===== src/inc/mevirq_pkg.sv =====
// motion event interrupt and fault guard: shared constants and types
// assumes a 16-bit peripheral data bus and a single 10 MHz device clock
package mevirq_pkg;

  // ==========================================================
  // bus widths and frame placement
  localparam int ADDR_W = 16;
  localparam int DATA_W = 16;
  localparam int OFF_W = 6;
  localparam logic [15:0] FRAME_BASE = 16'h7400;
  localparam logic [15:0] FRAME_LAST = 16'h743F;

  // ==========================================================
  // register offsets inside the 64-word frame
  localparam logic [5:0] OFF_COMPARE_CONTROL_REG = 6'h11;
  localparam logic [5:0] OFF_CAPTURE_FIFO_STATUS = 6'h22;
  localparam logic [5:0] OFF_MASK_A = 6'h2C;
  localparam logic [5:0] OFF_MASK_B = 6'h2D;
  localparam logic [5:0] OFF_MASK_C = 6'h2E;
  localparam logic [5:0] OFF_FLAG_A = 6'h2F;
  localparam logic [5:0] OFF_FLAG_B = 6'h30;
  localparam logic [5:0] OFF_FLAG_C = 6'h31;

  // ==========================================================
  // event groups and field layout
  localparam int A_W = 11;
  localparam int B_W = 4;
  localparam int C_W = 3;
  localparam int FAULT_BIT = 0;
  localparam logic [10:0] MASK_A_RST = 11'h001;
  localparam logic [3:0] MASK_B_RST = 4'h0;
  localparam logic [2:0] MASK_C_RST = 3'h0;
  localparam int CAPF_LSB = 8;
  localparam int CAPF_W = 6;
  localparam logic [1:0] CAPF_FULL = 2'h2;
  localparam logic [15:0] COMPARE_CONTROL_REG_RST = 16'h0000;
  localparam int EV_PINS = 8;

  // ==========================================================
  // timing: fault qualification latency
  localparam int CLK_NS = 100;
  localparam int QUAL_NS = 200;
  localparam int QUAL_CYC = (QUAL_NS + CLK_NS - 1) / CLK_NS;

  // ==========================================================
  // carriers
  typedef struct packed {
    logic [ADDR_W-1:0] addr;
    logic [DATA_W-1:0] wdata;
    logic wr;
    logic rd;
  } mevirq_bus_s;

  typedef struct packed {
    logic [DATA_W-1:0] compare_control_reg;
    logic [CAPF_W-1:0] capf;
    logic [DATA_W-1:0] rdata;
    logic [EV_PINS-1:0] ev_out;
  } mevirq_state_s;

endpackage


===== src/rtl/mevirq_sync.sv =====
// motion event fault input qualifier: two-stage synchroniser and fall detect
// assumes the fault pin idles high and is active low
`timescale 1ns/1ps
`default_nettype none
module mevirq_sync (
  // clock and reset
  input wire logic clk_i,
  input wire logic rst_n_i,
  // fault pin and qualified fall
  input wire logic pin_i,
  output logic fall_o
);

  typedef struct packed {
    logic s1;
    logic s2;
    logic s3;
  } mevirq_sync_s;

  mevirq_sync_s q;
  mevirq_sync_s next_q;

  // ==========================================================
  // synchroniser chain, s2 and s3 feed the edge detector
  always_comb begin
    next_q = q;
    next_q.s1 = pin_i;
    next_q.s2 = q.s1;
    next_q.s3 = q.s2;
  end

  always_ff @(posedge clk_i or negedge rst_n_i) begin
    if (!rst_n_i) begin
      q <= 3'b111;
    end else begin
      q <= next_q;
    end
  end

  assign fall_o = q.s3 & ~q.s2;

endmodule
`default_nettype wire


===== src/rtl/mevirq_grp.sv =====
// motion event interrupt group: flag and mask pair with write-one-to-clear
// assumes write strobes are already qualified by the frame select
`timescale 1ns/1ps
`default_nettype none
module mevirq_grp #(
  parameter int W = 4,
  parameter logic [W-1:0] MASK_RST = '0
) (
  // clock and reset
  input wire logic clk_i,
  input wire logic rst_n_i,
  // register access
  input wire logic mask_wr_i,
  input wire logic flag_wr_i,
  input wire logic [15:0] wdata_i,
  // events and state
  input wire logic [W-1:0] set_i,
  output logic [15:0] mask_o,
  output logic [15:0] flag_o,
  output logic req_o
);

  localparam int DW = mevirq_pkg::DATA_W;

  typedef struct packed {
    logic [W-1:0] mask;
    logic [W-1:0] flag;
  } mevirq_grp_s;

  mevirq_grp_s q;
  mevirq_grp_s next_q;

  // ==========================================================
  // flags are sticky, cleared by writing one, set wins over clear
  always_comb begin
    next_q = q;
    if (mask_wr_i) begin
      next_q.mask = wdata_i[W-1:0];
    end
    next_q.flag = (q.flag & ~(flag_wr_i ? wdata_i[W-1:0] : '0)) | set_i;
  end

  always_ff @(posedge clk_i or negedge rst_n_i) begin
    if (!rst_n_i) begin
      q <= {MASK_RST, {W{1'b0}}};
    end else begin
      q <= next_q;
    end
  end

  assign mask_o = DW'(q.mask);
  assign flag_o = DW'(q.flag);
  assign req_o = |(q.flag & q.mask);

endmodule
`default_nettype wire


===== src/rtl/mevirq_top.sv =====
// motion event interrupt and fault guard: register frame, event flags,
// group requests toward the interrupt expansion controller, fault tristate
// assumes synchronous inputs, one 10 MHz clock, vectoring done outside
//
// Functional notes
// - unmasked fault pin low tristates all event outputs at once, unsynchronised
// - fault flag sets after a two-cycle qualified, synchronised falling edge
// - fault flag sets on every qualified fall, masked or not
// - fault flag set and unmasked keeps outputs tristated and raises request
// - fault interrupt comes out of reset unmasked
// - only low six address bits decoded, and only while frame selected
// - register frame sits at 7400h through 743Fh
// - undefined registers and bits read zero, writes to them ignored
// - event condition sets its flag, flag holds until software clears
// - mask bit one unmasks its event, zero masks it
// - request raised whenever a flag and its mask are both set
// - three event groups, each tied to one of cpu lines two to four
// - flag cleared only by writing one; nothing clears on vector read
// - one request per group and one enable per flag, no vectoring here
// - capture flag sets only when that unit fifo already holds values
// - capture fifo status is read-write, bits seven to zero and fifteen to fourteen reserved
// - compare control takes effect after a single write
//
// Chosen here: the placing of the registers and strobed register access.
`timescale 1ns/1ps
`default_nettype none
module mevirq_top (
  // clock and reset
  input wire logic clk_i,
  input wire logic rst_n_i,
  // register port
  input wire mevirq_pkg::mevirq_bus_s bus_i,
  output logic [mevirq_pkg::DATA_W-1:0] rdata_o,
  // event sources
  input wire logic power_fault_input_i,
  input wire logic [mevirq_pkg::A_W-2:0] evt_a_i,
  input wire logic [mevirq_pkg::B_W-1:0] evt_b_i,
  input wire logic [mevirq_pkg::C_W-1:0] cap_evt_i,
  input wire logic [mevirq_pkg::C_W-1:0] cap_pop_i,
  // event block pins
  input wire logic [mevirq_pkg::EV_PINS-1:0] ev_out_i,
  input wire logic [mevirq_pkg::EV_PINS-1:0] ev_en_i,
  output logic [mevirq_pkg::EV_PINS-1:0] ev_out_o,
  output logic [mevirq_pkg::EV_PINS-1:0] ev_oe_o,
  // requests and control
  output logic [2:0] irq_req_o,
  output logic [mevirq_pkg::DATA_W-1:0] compare_control_o
);

  // ==========================================================
  // helpers

  // registers that exist inside the frame
  function automatic logic off_known(input logic [5:0] off);
    logic hit;
    hit = 1'b0;
    case (off)
      mevirq_pkg::OFF_COMPARE_CONTROL_REG,
      mevirq_pkg::OFF_CAPTURE_FIFO_STATUS,
      mevirq_pkg::OFF_MASK_A,
      mevirq_pkg::OFF_MASK_B,
      mevirq_pkg::OFF_MASK_C,
      mevirq_pkg::OFF_FLAG_A,
      mevirq_pkg::OFF_FLAG_B,
      mevirq_pkg::OFF_FLAG_C: hit = 1'b1;
      default: hit = 1'b0;
    endcase
    return hit;
  endfunction

  // two-level fifo fill count, saturating at full
  function automatic logic [1:0] fifo_cnt(input logic [1:0] c, input logic push,
                                          input logic pop);
    logic [1:0] n;
    n = c;
    if (push && !pop && c != mevirq_pkg::CAPF_FULL) begin
      n = c + 2'h1;
    end else if (pop && !push && c != 2'h0) begin
      n = c - 2'h1;
    end
    return n;
  endfunction

  // ==========================================================
  // declarations
  mevirq_pkg::mevirq_state_s q;
  mevirq_pkg::mevirq_state_s next_q;
  logic sel;
  logic [mevirq_pkg::OFF_W-1:0] off;
  logic wr;
  logic rd;
  logic fault_fall;
  logic hiz;
  logic [mevirq_pkg::C_W-1:0] cap_set;
  logic [mevirq_pkg::DATA_W-1:0] mask_a;
  logic [mevirq_pkg::DATA_W-1:0] mask_b;
  logic [mevirq_pkg::DATA_W-1:0] mask_c;
  logic [mevirq_pkg::DATA_W-1:0] flag_a;
  logic [mevirq_pkg::DATA_W-1:0] flag_b;
  logic [mevirq_pkg::DATA_W-1:0] flag_c;
  logic [mevirq_pkg::DATA_W-1:0] capf_rd;

  // ==========================================================
  // frame select and low-address decode
  assign sel = bus_i.addr[15:6] == mevirq_pkg::FRAME_BASE[15:6];
  assign off = bus_i.addr[mevirq_pkg::OFF_W-1:0];
  assign wr = bus_i.wr & sel;
  assign rd = bus_i.rd & sel;

  // ==========================================================
  // fault pin qualification
  mevirq_sync u_sync (
    .clk_i(clk_i),
    .rst_n_i(rst_n_i),
    .pin_i(power_fault_input_i),
    .fall_o(fault_fall)
  );

  // ==========================================================
  // interrupt groups; bit n of irq_req_o drives cpu line n plus two
  mevirq_grp #(
    .W(mevirq_pkg::A_W),
    .MASK_RST(mevirq_pkg::MASK_A_RST)
  ) u_grp_a (
    .clk_i(clk_i),
    .rst_n_i(rst_n_i),
    .mask_wr_i(wr && off == mevirq_pkg::OFF_MASK_A),
    .flag_wr_i(wr && off == mevirq_pkg::OFF_FLAG_A),
    .wdata_i(bus_i.wdata),
    .set_i({evt_a_i, fault_fall}),
    .mask_o(mask_a),
    .flag_o(flag_a),
    .req_o(irq_req_o[0])
  );

  mevirq_grp #(
    .W(mevirq_pkg::B_W),
    .MASK_RST(mevirq_pkg::MASK_B_RST)
  ) u_grp_b (
    .clk_i(clk_i),
    .rst_n_i(rst_n_i),
    .mask_wr_i(wr && off == mevirq_pkg::OFF_MASK_B),
    .flag_wr_i(wr && off == mevirq_pkg::OFF_FLAG_B),
    .wdata_i(bus_i.wdata),
    .set_i(evt_b_i),
    .mask_o(mask_b),
    .flag_o(flag_b),
    .req_o(irq_req_o[1])
  );

  mevirq_grp #(
    .W(mevirq_pkg::C_W),
    .MASK_RST(mevirq_pkg::MASK_C_RST)
  ) u_grp_c (
    .clk_i(clk_i),
    .rst_n_i(rst_n_i),
    .mask_wr_i(wr && off == mevirq_pkg::OFF_MASK_C),
    .flag_wr_i(wr && off == mevirq_pkg::OFF_FLAG_C),
    .wdata_i(bus_i.wdata),
    .set_i(cap_set),
    .mask_o(mask_c),
    .flag_o(flag_c),
    .req_o(irq_req_o[2])
  );

  // ==========================================================
  // fault tristate: pin path is immediate, flag path holds it
  assign hiz = mask_a[mevirq_pkg::FAULT_BIT] &
               (~power_fault_input_i | flag_a[mevirq_pkg::FAULT_BIT]);
  assign ev_oe_o = ev_en_i & ~{mevirq_pkg::EV_PINS{hiz}};
  assign ev_out_o = q.ev_out;

  // ==========================================================
  // capture status read image, reserved bits zero
  assign capf_rd = {{(mevirq_pkg::DATA_W - mevirq_pkg::CAPF_W){1'b0}}, q.capf}
                   << mevirq_pkg::CAPF_LSB;

  // ==========================================================
  // next state
  always_comb begin
    next_q = q;
    cap_set = '0;
    next_q.ev_out = ev_out_i;
    if (wr && off == mevirq_pkg::OFF_COMPARE_CONTROL_REG) begin
      next_q.compare_control_reg = bus_i.wdata;
    end
    for (int i = 0; i < mevirq_pkg::C_W; i++) begin
      cap_set[i] = cap_evt_i[i] && q.capf[2*i +: 2] != 2'h0;
      next_q.capf[2*i +: 2] = fifo_cnt(q.capf[2*i +: 2], cap_evt_i[i], cap_pop_i[i]);
    end
    if (wr && off == mevirq_pkg::OFF_CAPTURE_FIFO_STATUS) begin
      next_q.capf = bus_i.wdata[mevirq_pkg::CAPF_LSB +: mevirq_pkg::CAPF_W];
    end
    next_q.rdata = '0;
    if (rd) begin
      case (off)
        mevirq_pkg::OFF_COMPARE_CONTROL_REG: next_q.rdata = q.compare_control_reg;
        mevirq_pkg::OFF_CAPTURE_FIFO_STATUS: next_q.rdata = capf_rd;
        mevirq_pkg::OFF_MASK_A: next_q.rdata = mask_a;
        mevirq_pkg::OFF_MASK_B: next_q.rdata = mask_b;
        mevirq_pkg::OFF_MASK_C: next_q.rdata = mask_c;
        mevirq_pkg::OFF_FLAG_A: next_q.rdata = flag_a;
        mevirq_pkg::OFF_FLAG_B: next_q.rdata = flag_b;
        mevirq_pkg::OFF_FLAG_C: next_q.rdata = flag_c;
        default: next_q.rdata = '0;
      endcase
    end
  end

  // ==========================================================
  // state register
  always_ff @(posedge clk_i or negedge rst_n_i) begin
    if (!rst_n_i) begin
      q.compare_control_reg <= mevirq_pkg::COMPARE_CONTROL_REG_RST;
      q.capf <= '0;
      q.rdata <= '0;
      q.ev_out <= '0;
    end else begin
      q <= next_q;
    end
  end

  assign rdata_o = q.rdata;
  assign compare_control_o = q.compare_control_reg;
endmodule
`default_nettype wire


===== config.mk =====
export PLATFORM = sky130hd
export DESIGN_NAME = mevirq_top
export DESIGN_NICKNAME = d
export VERILOG_FILES = /design/src/inc/mevirq_pkg.sv /design/src/rtl/mevirq_sync.sv /design/src/rtl/mevirq_grp.sv /design/src/rtl/mevirq_top.sv
export SDC_FILE = /design/constraint.sdc
export NUM_CORES = 1
export LEC_CHECK = 0
export ABC_AREA = 1
export BUFFER_PORTS_ARGS = -buffer_cell sky130_fd_sc_hd__buf_4
export CAP_MARGIN = 15
export CORE_ASPECT_RATIO = 0.75
export CORE_UTILIZATION = 35
export CTS_BUF_LIST = sky130_fd_sc_hd__clkbuf_8 sky130_fd_sc_hd__clkbuf_16
export CTS_CLUSTER_SIZE = 10
export DETAILED_ROUTE_END_ITERATION = 8
export SLEW_MARGIN = 20
export SYNTH_ARGS = -nofsm -noshare
export SYNTH_HDL_FRONTEND = slang
export SYNTH_SLANG_ARGS = --single-unit
export TNS_END_PERCENT = 1

===== constraint.sdc =====
create_clock -name clk_i -period 1.5 [get_ports clk_i]
set_input_delay 0.075 -clock clk_i [delete_from_list [all_inputs] [get_ports clk_i]]
set_output_delay 0.075 -clock clk_i [all_outputs]
set_load 0.005 [all_outputs]

==> impl_metrics.tcl <==
set metrics [dict create \
    status "completed" \
    ant_nets 0 \
    holdWs_ps 9.51 \
    slowest_stage "dfrtp_1" \
    whs_path_depth 3 \
    syn_nets 605 \
    ys_warn_count 0 \
    place.gp.congestion 0.815 \
    std_cell_rows 34 \
    fin_crit_sh 0.996 \
    stdcell_count 855 \
    synth-seq-cells 85 \
    die-area_um2 12600 \
    grt_overflow 0 \
    worstSetupPathType "reg2out" \
    cp_max_fo 3 \
    seqCellArea_um2 2130 \
    crit_chain "nand2_2 -> nand2_1 -> a211oi_2 -> nand2_1 -> buf_4" \
    fill_cells 1139 \
    skew_ps 5.34 \
    ys_seq_area_frac 0.503 \
    synth.top_cell.area_share 0.478 \
    dr.pass1.iters 5 \
    wl_um 11900 \
    htreeDepth 3 \
    final-setup-viol-count 0 \
    synth-adder-area-share 0 \
    postSynthAreaPerCell_um2 7.97 \
    clock-sinks 85 \
    cp-start-kind "flop" \
    drv_cap 0 \
    antenna_found_initial 0 \
    io_pins 124 \
    die_w_um 129 \
    viasPerCell 4.73 \
    yosys.area_share.simple 0.319 \
    vias 4045 \
    slowest_delay_ps 420 \
    area_delta_synth_final_pct 41.0 \
    clock_latency_ps 340 \
    port_buffers 123 \
    grt_util_all_layers 0.199 \
    ys_top_cells_by_area "dfrtp_1, nand2_1, inv_1" \
    tightestPinTransition_ps 455 \
    cts_tree "yes" \
    multi_input_area_um2 1740 \
    arrival_ps 1420 \
    slew_violations 0 \
    hold_path_class "in2reg" \
    grt_pass1_vias 3834 \
    placedCellCount 810 \
    grt_max_degree 86 \
    synthXorXnorAreaFrac 0 \
    hold_viol 0 \
    p_leak_nw 3.06 \
    fin_crit_ps 1490 \
    end_kind "output port" \
    hpwl_um 8620 \
    clk_pin_slew_ps 60 \
    synth_compound_area_frac 0.0859 \
    cp_data_required_time_ps 1420 \
    yosysTopAreaCell "dfrtp_1" \
    drive_above_1_share 0.271 \
    power_density_nw_per_um2 914 \
    rsz0062_at_grt "yes" \
    cts.path.max_buffers 2 \
    fin_setup_tns_ps 0 \
    synth_cell_types 29 \
    fin_nets 761 \
    grt_pass1_wl_um 19100 \
    path_common_cell "nand2_1" \
    syn_area_um2 4240 \
    max_freq_mhz 669 \
    core-area_um2 11700 \
    synth_mux_area_frac 0 \
    start_util 0.362 \
    synth_top_family_by_area "simple AND/OR/NAND/NOR gates" \
    num_antenna_cells 0 \
    cts-buffers-inserted 9 \
    die_h_um 97.3 \
    drt_iter0_markers 279 \
    synthCells 532 \
    ir_worst_vdd_v 0.000488 \
    max_slew_margin 0.697 \
    root_buffer "clkbuf_16" \
    fin_util 0.511 \
    wire_per_inst_um 13.9 \
    route.detailed.drc 0 \
    p_total_w 0.00546 \
    worstRegToRegCells 8 \
]
sequential cells by signal, summed over array words and instances, names as in the netlist:
name	flops
u_grp_b.mask_o	4
u_grp_b.flag_o	4
u_sync.next_q	2
u_grp_c.flag_o	3
compare_control_o	16
rdata_o	16
u_grp_a.mask_o	11
u_sync.q	1
u_grp_c.mask_o	3
u_grp_a.flag_o	11
ev_out_o	8
capf_rd	6
critical path, delay by kind of cell (launching register included):
family	cells	cell delay, ps
flops	1	420
simple gates	3	300
buf+inv	1	150
compound gates	1	200
layer usage:
layer,global-route usage,routed length (um),up-vias
met2,0.291,5080,191
met5,0,0,-
met3,0.0396,902,19
met4,0.0543,143,0
li1,-,-,1994
met1,0.296,5790,1841
power breakdown:
| part | total, W | internal (W) | switching, W | leakage [nW] |
|---|---|---|---|---|
| Clock | 0.00217 | 0.00127 | 0.000901 | 0.148 |
| Combinational | 0.000818 | 0.000360 | 0.000458 | 1.87 |
| Sequential | 0.00248 | 0.00239 | 0.0000832 | 1.05 |
| Total | 0.00546 | 0.00402 | 0.00144 | 3.06 |
repair_timing:
item | in CTS | in global routing
hold buffers | 28 | 0
buffers inserted | 0 | 1
cloned | 0 | 0
endpoints found under the hold margin | 108 | 0
setup endpoints to repair | 9 | 9
resized for setup | 3 | 3
pin swaps | 0 | 1
stage by stage:
step	setup slack [ps]	cell area (um^2)
2_1_floorplan	445	4240
3_3_place_gp	133	5380
3_5_place_dp	122	5380
4_1_cts	-55.1	5960
5_1_grt	-71.5	5980
6_report	6.32	5980
worst paths after layout:
path                                   start           endpoint  slack [ps]
hold / removal                  cap_evt_i[2]  u_grp_c.flag_o[2]          10
setup reg to reg                 capf_rd[10]        capf_rd[10]         350
setup / recovery           u_grp_a.flag_o[0]       irq_req_o[0]           6
max in group asynchronous            rst_n_i  u_grp_a.mask_o[9]         840
min in group asynchronous            rst_n_i  u_grp_a.flag_o[3]         310
hold reg to reg             u_sync.next_q[1]   u_sync.next_q[0]         360
cells in the final DEF, fill, tap and decap left out, types with 4 or more instances in the layout:
cell | Yosys | final
nand2_1 | 164 | 163
buf_4 | 4 | 130
dfrtp_1 | 81 | 81
inv_1 | 72 | 73
nor2_1 | 46 | 46
nand3_1 | 35 | 35
dlygate4sd3_1 | 0 | 28
nand4_1 | 25 | 25
o21ai_0 | 20 | 20
o21ai_1 | 18 | 17
a21oi_1 | 14 | 14
clkbuf_16 | 0 | 9
nor2_4 | 8 | 8
o21ai_2 | 6 | 6
a21oi_2 | 4 | 4
buf_12 | 0 | 4
dfstp_2 | 4 | 4
cells by family after synthesis:
logic type | Yosys count
compound gates | 64
buf+inv | 91
flops | 85
simple gates | 292
synth_stat cells, drive strengths merged:
cell / number
dfrtp: 81
nor2: 56
nand3b: 2
and3: 1
a221oi: 1
o21ai: 44
nor3: 1
nand3: 38
nand4: 26
buf: 17
nand2: 168
a211oi: 1
dfstp: 4
a21oi: 18
inv: 74
area by class of cell:
class                   instances  area share
clock buffers                   9      0.0377
clock inverters                 7      0.0100
inverters                      74      0.0465
multi-input cells             356       0.292
flip-flops and latches         85       0.357
well taps                     162      0.0339
repair buffers                162       0.224
No activity file was read; power rests on OpenSTA's default activity.
